===== config.mk =====
export PLATFORM = sky130hd
export DESIGN_NAME = fmsp_top
export DESIGN_NICKNAME = d
export VERILOG_FILES = /design/src/logic/fmsp_pkg.sv /design/src/logic/fmsp_fifo.sv /design/src/logic/fmsp_top.sv
export SDC_FILE = /design/constraint.sdc
export NUM_CORES = 1
export LEC_CHECK = 0
export BUFFER_PORTS_ARGS = -buffer_cell sky130_fd_sc_hd__buf_2
export CORE_MARGIN = 2
export CORE_UTILIZATION = 56
export CTS_CLUSTER_DIAMETER = 120
export CTS_CLUSTER_SIZE = 14
export DETAILED_ROUTE_END_ITERATION = 10
export PLACE_DENSITY = 0.77
export SLEW_MARGIN = 10
export SYNTH_ARGS = -nofsm -noshare
export SYNTH_HDL_FRONTEND = slang
export SYNTH_HIERARCHICAL = 1
export SYNTH_SLANG_ARGS = --single-unit

===== constraint.sdc =====
create_clock -name sys_clk -period 2.8 [get_ports sys_clk]
set_input_delay 0.56 -clock sys_clk [delete_from_list [all_inputs] [get_ports sys_clk]]
set_output_delay 0.56 -clock sys_clk [all_outputs]
set_load 0.005 [all_outputs]

===== src/logic/fmsp_pkg.sv =====
package fmsp_pkg;

  ////////////////////////////////////////////////////////////////////////////
  // register addresses and reset value
  localparam logic [7:0] CTL_ADDR = 8'h98;
  localparam logic [7:0] DAT_ADDR = 8'h99;
  localparam logic [7:0] CTL_RST = 8'h00;

  // control register field positions
  localparam int P_MSEL_HI = 7;
  localparam int P_MSEL_LO = 6;
  localparam int P_MPE = 5;
  localparam int P_REN = 4;
  localparam int P_TX9 = 3;
  localparam int P_RX9 = 2;
  localparam int P_TXF = 1;
  localparam int P_RXF = 0;

  ////////////////////////////////////////////////////////////////////////////
  // timing: ticks per bit and divider figures
  localparam int OVS_TICKS = 16;
  localparam int OVS_MID = OVS_TICKS / 2 - 1;
  localparam int M2_DIV_NORM = 64;
  localparam int M2_DIV_DBL = 32;
  localparam int M2_TICK_NORM = M2_DIV_NORM / OVS_TICKS;
  localparam int M2_TICK_DBL = M2_DIV_DBL / OVS_TICKS;
  localparam int SYNC_LAT = 3;
  localparam int TX_FIFO_DEPTH = 16;
  localparam int DATA_W = 8;

  ////////////////////////////////////////////////////////////////////////////
  // modes and engine states
  typedef enum logic [1:0] {
    FMSP_M_SHIFT = 2'b00,
    FMSP_M_UART8 = 2'b01,
    FMSP_M_UART9F = 2'b10,
    FMSP_M_UART9V = 2'b11
  } fmsp_mode_e;

  typedef enum logic [1:0] {
    TX_IDLE = 2'b00,
    TX_WAIT = 2'b01,
    TX_ASYNC = 2'b10,
    TX_SH0 = 2'b11
  } fmsp_tx_e;

  typedef enum logic [2:0] {
    RX_IDLE = 3'b000,
    RX_SH0 = 3'b001,
    RX_START = 3'b010,
    RX_DATA = 3'b011
  } fmsp_rx_e;

  // core register port request
  typedef struct packed {
    logic [7:0] addr;
    logic wr;
    logic rd;
    logic [7:0] wdata;
  } fmsp_sfr_req_s;

endpackage : fmsp_pkg


===== src/logic/fmsp_fifo.sv =====
module fmsp_fifo #(
  parameter int WIDTH = 9,
  parameter int DEPTH = 16
) (
  // clock and reset
  input wire logic sys_clk,
  input wire logic arst_n,
  input wire logic clk_en,
  // fill side
  input wire logic in_valid,
  output logic in_ready,
  input wire logic [WIDTH-1:0] in_data,
  // drain side
  output logic out_valid,
  input wire logic out_ready,
  output logic [WIDTH-1:0] out_data
);
  localparam int AW = $clog2(DEPTH);

  // depth must be a power of two, at least two
  if (DEPTH < 2 || (DEPTH & (DEPTH - 1)) != 0) begin : g_bad_depth
    $error("fifo depth must be a power of two");
  end

  logic [WIDTH-1:0] mem [DEPTH];
  logic [AW-1:0] wr_ptr_reg;
  logic [AW-1:0] rd_ptr_reg;
  logic [AW:0] cnt_reg;
  logic push;
  logic pop;

  // honest full and empty from the fill count
  assign in_ready = (cnt_reg != (AW + 1)'(DEPTH));
  assign out_valid = (cnt_reg != '0);
  assign out_data = mem[rd_ptr_reg];
  assign push = in_valid && in_ready;
  assign pop = out_valid && out_ready;

  // storage
  always_ff @(posedge sys_clk) begin
    if (clk_en && push) begin
      mem[wr_ptr_reg] <= in_data;
    end
  end

  // pointers and count
  always_ff @(posedge sys_clk or negedge arst_n) begin
    if (!arst_n) begin
      wr_ptr_reg <= '0;
      rd_ptr_reg <= '0;
      cnt_reg <= '0;
    end else if (clk_en) begin
      if (push) wr_ptr_reg <= wr_ptr_reg + 1'b1;
      if (pop) rd_ptr_reg <= rd_ptr_reg + 1'b1;
      if (push && !pop) cnt_reg <= cnt_reg + 1'b1;
      else if (pop && !push) cnt_reg <= cnt_reg - 1'b1;
    end
  end

endmodule : fmsp_fifo


===== src/logic/fmsp_top.sv =====
// Behaviour
// - a held byte stays while the next frame shifts; late frame meets full holder
// - data port write feeds transmit path, read returns a separate receive holder
// - two mode bits pick shift, 8-bit variable, 9-bit fixed, 9-bit variable
// - shift register mode moves one bit every two core clocks
// - 9-bit fixed mode bit is core clock over 64, over 32 when doubled
// - 8-bit mode with multiprocessor enable needs a good stop bit to flag
// - 9-bit modes with multiprocessor enable drop frames whose ninth bit is 0
// - 9-bit modes send the transmit ninth-bit control as ninth bit
// - receive ninth bit takes ninth bit, or stop bit in 8-bit mode
// - transmit flag sets after eighth shift bit or at stop start; software clears
// - receive flag sets after eighth shift bit or mid stop; software clears
// - shift mode: data on receive pin, clock on transmit pin, lsb first
// - shift mode receive starts when enabled and receive flag clear
// - 8-bit frame: start 0, eight data lsb first, stop 1
// - 8-bit mode loads a 1 as ninth shift bit, sent as stop
// - async receive starts on falling edge, skips start bit, shifts data
// - last shift updates data, ninth bit, flag only when flag clear and filter passes
// - 9-bit frame: start, eight data lsb first, ninth bit, stop
// - 9-bit transmit starts at the next bit-rate tick after a load
// - variable modes take timer 1 or timer 2 overflows per direction
// - clock-source controls pick timer 2 per direction in variable modes
// - timer 2 source needs 16 overflows per bit
module fmsp_top #(
  parameter int FIFO_DEPTH = fmsp_pkg::TX_FIFO_DEPTH
) (
  // clock, reset, freeze
  input wire logic sys_clk,
  input wire logic arst_n,
  input wire logic clk_en,
  // core register port
  input wire fmsp_pkg::fmsp_sfr_req_s sfr_req,
  output logic [7:0] sfr_rdata,
  output logic tx_space,
  // bit-rate sources and controls
  input wire logic t1_ovf,
  input wire logic t2_ovf,
  input wire logic baud_double,
  input wire logic rx_clock_source,
  input wire logic tx_clock_source,
  // serial pins
  input wire logic rxd_in,
  output logic rxd_out,
  output logic rxd_oe,
  output logic txd_out
);

  ////////////////////////////////////////////////////////////////////////////
  // declarations
  localparam int DW = fmsp_pkg::DATA_W;

  logic [7:0] ctl_reg;
  logic [7:0] ctl_next;
  logic [7:0] rx_hold_reg;
  logic [7:0] rdata_reg;
  logic space_reg;
  fmsp_pkg::fmsp_mode_e mode;
  logic wr_ctl;
  logic wr_dat;

  logic rxd_meta_reg;
  logic rxd_s_reg;
  logic rxd_d_reg;

  logic [1:0] m2_cnt_reg;
  logic [1:0] m2_lim;
  logic m2_tick;
  logic t1_half_reg;
  logic t1_tick;
  logic tx_tick;
  logic rx_tick;

  logic fifo_ready;
  logic fifo_valid;
  logic [DW:0] fifo_data;
  logic tx_take;
  logic fifo_pop;

  fmsp_pkg::fmsp_tx_e tx_st_reg;
  logic [10:0] tx_frame_reg;
  logic [3:0] tx_sub_reg;
  logic [3:0] tx_idx_reg;
  logic [3:0] tx_last;
  logic tx_line_reg;
  logic ti_pulse_reg;

  fmsp_pkg::fmsp_rx_e rx_st_reg;
  logic [8:0] rx_sh_reg;
  logic [3:0] rx_sub_reg;
  logic [3:0] rx_idx_reg;
  logic [3:0] rx_last;
  logic rx_cdone_reg;
  logic [2:0] rx_pipe_reg;
  logic rx_fin_reg;
  logic rx_ok;

  logic txd_next;
  logic rxd_next;
  logic oe_next;
  logic txd_reg;
  logic rxd_reg;
  logic oe_reg;

  ////////////////////////////////////////////////////////////////////////////
  // helpers

  // bit-rate tick source per direction for the current mode
  function automatic logic pick_tick(
    input fmsp_pkg::fmsp_mode_e m,
    input logic use_t2,
    input logic m2,
    input logic t1,
    input logic t2
  );
    logic r;
    r = 1'b0;
    case (m)
      fmsp_pkg::FMSP_M_UART9F: r = m2;
      fmsp_pkg::FMSP_M_UART8,
      fmsp_pkg::FMSP_M_UART9V: r = use_t2 ? t2 : t1;
      default: r = 1'b0;
    endcase
    return r;
  endfunction : pick_tick

  ////////////////////////////////////////////////////////////////////////////
  // register port decode
  assign mode = fmsp_pkg::fmsp_mode_e'(
    ctl_reg[fmsp_pkg::P_MSEL_HI:fmsp_pkg::P_MSEL_LO]);
  assign wr_ctl = sfr_req.wr && (sfr_req.addr == fmsp_pkg::CTL_ADDR);
  assign wr_dat = sfr_req.wr && (sfr_req.addr == fmsp_pkg::DAT_ADDR);

  // read mux, registered; unmapped reads return zero
  always_ff @(posedge sys_clk or negedge arst_n) begin
    if (!arst_n) begin
      rdata_reg <= 8'h00;
    end else if (clk_en && sfr_req.rd) begin
      if (sfr_req.addr == fmsp_pkg::CTL_ADDR) rdata_reg <= ctl_reg;
      else if (sfr_req.addr == fmsp_pkg::DAT_ADDR) rdata_reg <= rx_hold_reg;
      else rdata_reg <= 8'h00;
    end
  end

  // control next value: hardware sets win over software writes
  always_comb begin
    ctl_next = ctl_reg;
    if (wr_ctl) ctl_next = sfr_req.wdata;
    if (ti_pulse_reg) ctl_next[fmsp_pkg::P_TXF] = 1'b1;
    if (rx_ok) begin
      ctl_next[fmsp_pkg::P_RXF] = 1'b1;
      if (mode != fmsp_pkg::FMSP_M_SHIFT) begin
        ctl_next[fmsp_pkg::P_RX9] = rx_sh_reg[8];
      end
    end
  end

  // control register
  always_ff @(posedge sys_clk or negedge arst_n) begin
    if (!arst_n) ctl_reg <= fmsp_pkg::CTL_RST;
    else if (clk_en) ctl_reg <= ctl_next;
  end

  // receive holder, separate from transmit storage
  always_ff @(posedge sys_clk or negedge arst_n) begin
    if (!arst_n) begin
      rx_hold_reg <= 8'h00;
    end else if (clk_en && rx_ok) begin
      if (mode == fmsp_pkg::FMSP_M_SHIFT) rx_hold_reg <= rx_sh_reg[8:1];
      else rx_hold_reg <= rx_sh_reg[7:0];
    end
  end

  ////////////////////////////////////////////////////////////////////////////
  // receive pin synchroniser
  always_ff @(posedge sys_clk or negedge arst_n) begin
    if (!arst_n) begin
      rxd_meta_reg <= 1'b1;
      rxd_s_reg <= 1'b1;
      rxd_d_reg <= 1'b1;
    end else if (clk_en) begin
      rxd_meta_reg <= rxd_in;
      rxd_s_reg <= rxd_meta_reg;
      rxd_d_reg <= rxd_s_reg;
    end
  end

  ////////////////////////////////////////////////////////////////////////////
  // bit-rate ticks, sixteen per bit
  assign m2_lim = baud_double ? 2'(fmsp_pkg::M2_TICK_DBL - 1)
                              : 2'(fmsp_pkg::M2_TICK_NORM - 1);
  assign m2_tick = (m2_cnt_reg == m2_lim);
  assign t1_tick = t1_ovf && (baud_double || t1_half_reg);
  assign tx_tick = pick_tick(mode, tx_clock_source, m2_tick, t1_tick, t2_ovf);
  assign rx_tick = pick_tick(mode, rx_clock_source, m2_tick, t1_tick, t2_ovf);

  // fixed-rate divider
  always_ff @(posedge sys_clk or negedge arst_n) begin
    if (!arst_n) m2_cnt_reg <= 2'h0;
    else if (clk_en) m2_cnt_reg <= m2_tick ? 2'h0 : m2_cnt_reg + 2'h1;
  end

  // timer 1 halving unless doubled
  always_ff @(posedge sys_clk or negedge arst_n) begin
    if (!arst_n) t1_half_reg <= 1'b0;
    else if (clk_en && t1_ovf) t1_half_reg <= ~t1_half_reg;
  end

  ////////////////////////////////////////////////////////////////////////////
  // transmit queue
  assign tx_take = (tx_st_reg == fmsp_pkg::TX_IDLE) &&
                   (mode != fmsp_pkg::FMSP_M_SHIFT || rx_st_reg != fmsp_pkg::RX_SH0);
  assign fifo_pop = tx_take && fifo_valid;

  fmsp_fifo #(
    .WIDTH(DW + 1),
    .DEPTH(FIFO_DEPTH)
  ) u_txq (
    .sys_clk(sys_clk),
    .arst_n(arst_n),
    .clk_en(clk_en),
    .in_valid(wr_dat),
    .in_ready(fifo_ready),
    .in_data({ctl_reg[fmsp_pkg::P_TX9], sfr_req.wdata}),
    .out_valid(fifo_valid),
    .out_ready(tx_take),
    .out_data(fifo_data)
  );

  // queue space flag to the core
  always_ff @(posedge sys_clk or negedge arst_n) begin
    if (!arst_n) space_reg <= 1'b1;
    else if (clk_en) space_reg <= fifo_ready;
  end

  ////////////////////////////////////////////////////////////////////////////
  // transmitter
  assign tx_last = (mode == fmsp_pkg::FMSP_M_UART8) ? 4'h9 : 4'ha;

  always_ff @(posedge sys_clk or negedge arst_n) begin
    if (!arst_n) begin
      tx_st_reg <= fmsp_pkg::TX_IDLE;
      tx_frame_reg <= 11'h7ff;
      tx_sub_reg <= 4'h0;
      tx_idx_reg <= 4'h0;
      tx_line_reg <= 1'b1;
      ti_pulse_reg <= 1'b0;
    end else if (clk_en) begin
      ti_pulse_reg <= 1'b0;
      case (tx_st_reg)
        fmsp_pkg::TX_IDLE: begin
          tx_line_reg <= 1'b1;
          tx_sub_reg <= 4'h0;
          tx_idx_reg <= 4'h0;
          if (fifo_pop) begin
            if (mode == fmsp_pkg::FMSP_M_SHIFT) begin
              tx_frame_reg <= {3'h7, fifo_data[7:0]};
              tx_st_reg <= fmsp_pkg::TX_SH0;
            end else begin
              tx_frame_reg <= {1'b1,
                (mode == fmsp_pkg::FMSP_M_UART8) ? 1'b1 : fifo_data[8],
                fifo_data[7:0], 1'b0};
              tx_st_reg <= fmsp_pkg::TX_WAIT;
            end
          end
        end
        fmsp_pkg::TX_WAIT: begin
          if (tx_tick) begin
            tx_line_reg <= tx_frame_reg[0];
            tx_st_reg <= fmsp_pkg::TX_ASYNC;
          end
        end
        fmsp_pkg::TX_ASYNC: begin
          if (tx_tick) begin
            tx_sub_reg <= tx_sub_reg + 4'h1;
            if (tx_sub_reg == 4'(fmsp_pkg::OVS_TICKS - 1)) begin
              if (tx_idx_reg == tx_last) begin
                tx_line_reg <= 1'b1;
                tx_st_reg <= fmsp_pkg::TX_IDLE;
              end else begin
                tx_idx_reg <= tx_idx_reg + 4'h1;
                tx_frame_reg <= {1'b1, tx_frame_reg[10:1]};
                tx_line_reg <= tx_frame_reg[1];
                if (tx_idx_reg + 4'h1 == tx_last) ti_pulse_reg <= 1'b1;
              end
            end
          end
        end
        fmsp_pkg::TX_SH0: begin
          tx_sub_reg <= tx_sub_reg + 4'h1;
          if (tx_sub_reg[0]) begin
            if (tx_idx_reg == 4'h7) begin
              ti_pulse_reg <= 1'b1;
              tx_st_reg <= fmsp_pkg::TX_IDLE;
            end else begin
              tx_idx_reg <= tx_idx_reg + 4'h1;
              tx_frame_reg <= {1'b1, tx_frame_reg[10:1]};
            end
          end
        end
        default: tx_st_reg <= fmsp_pkg::TX_IDLE;
      endcase
    end
  end

  ////////////////////////////////////////////////////////////////////////////
  // receiver
  assign rx_last = (mode == fmsp_pkg::FMSP_M_UART8) ? 4'h8 : 4'h9;
  assign rx_ok = rx_fin_reg && !ctl_reg[fmsp_pkg::P_RXF] &&
                 (!ctl_reg[fmsp_pkg::P_MPE] || rx_sh_reg[8] ||
                  mode == fmsp_pkg::FMSP_M_SHIFT);

  always_ff @(posedge sys_clk or negedge arst_n) begin
    if (!arst_n) begin
      rx_st_reg <= fmsp_pkg::RX_IDLE;
      rx_sh_reg <= 9'h000;
      rx_sub_reg <= 4'h0;
      rx_idx_reg <= 4'h0;
      rx_cdone_reg <= 1'b0;
      rx_pipe_reg <= 3'h0;
      rx_fin_reg <= 1'b0;
    end else if (clk_en) begin
      rx_fin_reg <= 1'b0;
      case (rx_st_reg)
        fmsp_pkg::RX_IDLE: begin
          rx_sub_reg <= 4'h0;
          rx_idx_reg <= 4'h0;
          rx_cdone_reg <= 1'b0;
          rx_pipe_reg <= 3'h0;
          if (ctl_reg[fmsp_pkg::P_REN]) begin
            if (mode == fmsp_pkg::FMSP_M_SHIFT) begin
              if (!ctl_reg[fmsp_pkg::P_RXF] && !fifo_valid && !rx_fin_reg &&
                  tx_st_reg == fmsp_pkg::TX_IDLE) begin
                rx_st_reg <= fmsp_pkg::RX_SH0;
              end
            end else if (rxd_d_reg && !rxd_s_reg) begin
              rx_st_reg <= fmsp_pkg::RX_START;
            end
          end
        end
        fmsp_pkg::RX_SH0: begin
          if (!rx_cdone_reg) begin
            rx_sub_reg <= rx_sub_reg + 4'h1;
            if (rx_sub_reg == 4'hf) rx_cdone_reg <= 1'b1;
          end
          // sample after the pin round trip
          rx_pipe_reg <= {rx_pipe_reg[1:0], !rx_cdone_reg && rx_sub_reg[0]};
          if (rx_pipe_reg[fmsp_pkg::SYNC_LAT - 1]) begin
            rx_sh_reg <= {rxd_s_reg, rx_sh_reg[8:1]};
            rx_idx_reg <= rx_idx_reg + 4'h1;
            if (rx_idx_reg == 4'h7) begin
              rx_fin_reg <= 1'b1;
              rx_st_reg <= fmsp_pkg::RX_IDLE;
            end
          end
        end
        fmsp_pkg::RX_START: begin
          if (rx_tick) begin
            rx_sub_reg <= rx_sub_reg + 4'h1;
            if (rx_sub_reg == 4'(fmsp_pkg::OVS_MID)) begin
              rx_sub_reg <= 4'h0;
              if (rxd_s_reg) rx_st_reg <= fmsp_pkg::RX_IDLE;
              else rx_st_reg <= fmsp_pkg::RX_DATA;
            end
          end
        end
        fmsp_pkg::RX_DATA: begin
          if (rx_tick) begin
            rx_sub_reg <= rx_sub_reg + 4'h1;
            if (rx_sub_reg == 4'(fmsp_pkg::OVS_TICKS - 1)) begin
              rx_sub_reg <= 4'h0;
              rx_idx_reg <= rx_idx_reg + 4'h1;
              if (rx_idx_reg < 4'h9) rx_sh_reg <= {rxd_s_reg, rx_sh_reg[8:1]};
              if (rx_idx_reg == rx_last) begin
                rx_fin_reg <= 1'b1;
                rx_st_reg <= fmsp_pkg::RX_IDLE;
              end
            end
          end
        end
        default: rx_st_reg <= fmsp_pkg::RX_IDLE;
      endcase
    end
  end

  ////////////////////////////////////////////////////////////////////////////
  // pin drive: shift mode uses receive pin for data, transmit pin for clock
  always_comb begin
    txd_next = tx_line_reg;
    rxd_next = 1'b1;
    oe_next = 1'b0;
    if (tx_st_reg == fmsp_pkg::TX_SH0) begin
      txd_next = tx_sub_reg[0];
      rxd_next = tx_frame_reg[0];
      oe_next = 1'b1;
    end else if (rx_st_reg == fmsp_pkg::RX_SH0) begin
      txd_next = rx_cdone_reg | rx_sub_reg[0];
    end
  end

  // registered pin outputs
  always_ff @(posedge sys_clk or negedge arst_n) begin
    if (!arst_n) begin
      txd_reg <= 1'b1;
      rxd_reg <= 1'b1;
      oe_reg <= 1'b0;
    end else if (clk_en) begin
      txd_reg <= txd_next;
      rxd_reg <= rxd_next;
      oe_reg <= oe_next;
    end
  end

  ////////////////////////////////////////////////////////////////////////////
  // outputs
  assign sfr_rdata = rdata_reg;
  assign tx_space = space_reg;
  assign txd_out = txd_reg;
  assign rxd_out = rxd_reg;
  assign rxd_oe = oe_reg;

endmodule : fmsp_top


==> results.toml <==
[synth]
synthCells = 752
yosysUniqueCellTypes = 76
syn_avg_cell_area_um2 = 14.32
synth_common_cells = "edfxtp_1, dfrtp_1, nand2_1"
synth-seq-cells = 237
syn_nets = 798
synth-seq-area-share_pct = 61.95
yosysMostFrequentCell = "edfxtp_1"
synth_edf_count = 144
syn_area_um2 = 10770
synthTopCellsByArea = "edfxtp_1, dfrtp_1, mux4_1, dfstp_2, mux4_2"
yosysWarnings = 6
yosysTopAreaCellShare_pct = 40.14
synth_ff_type = "edfxtp_1"
async_flop_share_pct = 39.24
synth_top_area_cell = "edfxtp_1"

[cts]
root_buffer = "clkbuf_16"
path_clk_slew_ps = 70
h-tree-depth = 1
cts-resized-gates = 0
cts_tree = "yes"
clk_latency_ps = 520
cts.sinks = 237
cts_buffer_depth = 3
numCtsBuffers = 20

[power_and_ir_drop]
p_leak_nw = 4.605
ir_worst_vdd_mv = 0.7845
pwr-share-seq_pct = 55.5
switching_share_pct = 23.96
combPwrFrac_pct = 8.7
power_density_nw_per_um2 = 595.8
switching_power_mw = 1.723
p_int_mw = 5.467
p_clk_share_pct = 35.8

[route]
via_per_inst = 6.100
final_antenna_net_count = 0
drc_errors = 0
num_vias = 6521
wl_mm = 22.19
drtIter0Drc = 429
dr.pass1.iters = 4
wl_per_cell_um = 20.76

[floorplanning]
floorplan.initialDensity_pct = 57.39
core_um2 = 18770
die_area_um2 = 20360
num_rows = 50
dieHeight_um = 142.7
pin_count = 39
die-width_um = 142.7

[cells_and_area]
fillers = 1315
stdcell_count = 1069
drive_above_1_share_pct = 22.40
fin_nets = 867
antennaDiodeCount = 0
largest_reg_flops = 144
area_growth_pct = 12.03
finish.utilization_pct = 64.30

[global_routing]
grt_max_degree = 46
grt.overflow.total = 0
grt_use_total_pct = 22.42
antenna_found_initial = 0
grt_pass1_wl_mm = 35.12
grt_pass1_vias = 6621

[placement]
place_inst = 1032
place_ws_ps = -121.1
io_buffers = 38
place.gp.congestion = 0.8486
dpl.hpwl_mm = 14.73

[hold_path]
worstHoldStart = "rxd_in"
hold_class = "primary input to flip-flop"

[worst_setup_path]
cp-startpoint = "tx_idx_reg[0]"
path_class = "flip-flop to flip-flop"
worst_setup_path_start_kind = "flip-flop"
r2r_start = "tx_idx_reg[0]"
required_ps = 3230
endpoint_kind = "flip-flop"
crit_fanout = 10
arrival_ps = 3080

[sta]
slew-limit-headroom_pct = 41.17
fin_crit_ps = 2658
hold_viol = 0
tightest_slew_ps = 882.5
fmax_mhz = 376.3
finalSetupTns_ps = 0
grt_setup_unrepaired = "false"
fin_crit_sh_pct = 94.92
final_max_slew_viol_count = 0
setup_viol = 0
clock_skew_ps = 26.38
setup_ws_ps = 142.3

[job]
drv_cap = 0

[status]
status = "finished, final reports clean"
==> final cells by class <==
type	instances	area (um2)	area share, %
clock buffer	35	556.8	4.614
inverter	21	78.83	0.6532
tap	234	292.8	2.426
clock inverter	1	30.03	0.2488
multi-input combinational	459	3872	32.09
timing repair buffer	82	563.0	4.666
sequential	237	6674	55.30
==> metrics by stage <==
stage	power, mW	area (um2)	hold WS [ps]
global route	7.451	12070	297.8
floorplan	4.432	10820	264.4
CTS	7.237	12070	285.5
finish	7.191	12070	297.5
global placement	4.630	11470	457.1
detailed placement	4.682	11470	463.9
==> critical path: stages, from the launching register on <==
cell and delay (ps):
dfrtp_1 450, ha_1 310, and4b_1 220, a221oi_2 230, o31a_1 190, or3b_1 540
nor2_8 300, mux2_4 330
==> final timing paths <==
| kind | to | slack, ps | depth (start not counted) |
|---|---|---|---|
| worst max-delay path | tx_frame_reg[7] | 140 | 7 |
| worst min-delay path | rxd_meta_reg | 300 | 2 |
| worst max register to register | tx_frame_reg[7] | 140 | 7 |
| worst min register to register | t1_half_reg | 490 | 1 |
| max in group asynchronous | rx_sh_reg[6] | 1650 | 3 |
| min in group asynchronous | tx_idx_reg[3] | 480 | 2 |
==> layer usage <==
metal,share of wire (%),global-route usage (%),up-vias
met1,42,30.22,3255
met2,50,37.75,195
li1,-,-,3020
met5,0,0,-
met4,3.6,7.973,0
met3,4.5,3.186,51
==> kinds of logic after synthesis <==
family	after synthesis	share of synthesized area, %
AOI/OAI and AO/OA	142	8.712
xor gates and xnor gates	15	1.220
adders and majority gates	19	2.277
buffers and inverters	56	2.521
DFF	237	61.95
muxes	90	14.09
and+or+nand+nor	193	9.235
==> layout by cell type (no fill, tap or decap), types with 16 or more instances in the layout <==
master / Yosys / layout
inv_1: 21 / 21
mux2_2: 22 / 22
dfrtp_1: 76 / 75
a21oi_1: 25 / 25
edfxtp_1: 144 / 144
buf_2: 11 / 37
nand3_1: 16 / 16
nor2_1: 46 / 46
mux2i_1: 20 / 20
o21ai_0: 47 / 47
buf_4: 0 / 41
mux4_1: 24 / 24
nand2_1: 60 / 60
dfstp_2: 17 / 17
clkbuf_16: 0 / 20
ha_1: 18 / 17
a22oi_1: 26 / 26
==> power by group through the flow <==
stage | sequential (mW) | combinational, mW | clock, mW
2_1_floorplan | 4.02 | 0.409 | 0
3_3_place_gp | 4.05 | 0.581 | 0
3_5_place_dp | 4.06 | 0.619 | 0
4_1_cts | 3.99 | 0.625 | 2.62
5_1_grt | 4.00 | 0.705 | 2.74
6_report | 3.99 | 0.622 | 2.58
==> what timing repair did <==
action / in CTS / in global routing
hold buffers: 1 / 0
hold endpoints to repair: 8 / 0
buffers inserted: 0 / 0
(Power assumes the default switching activity.)
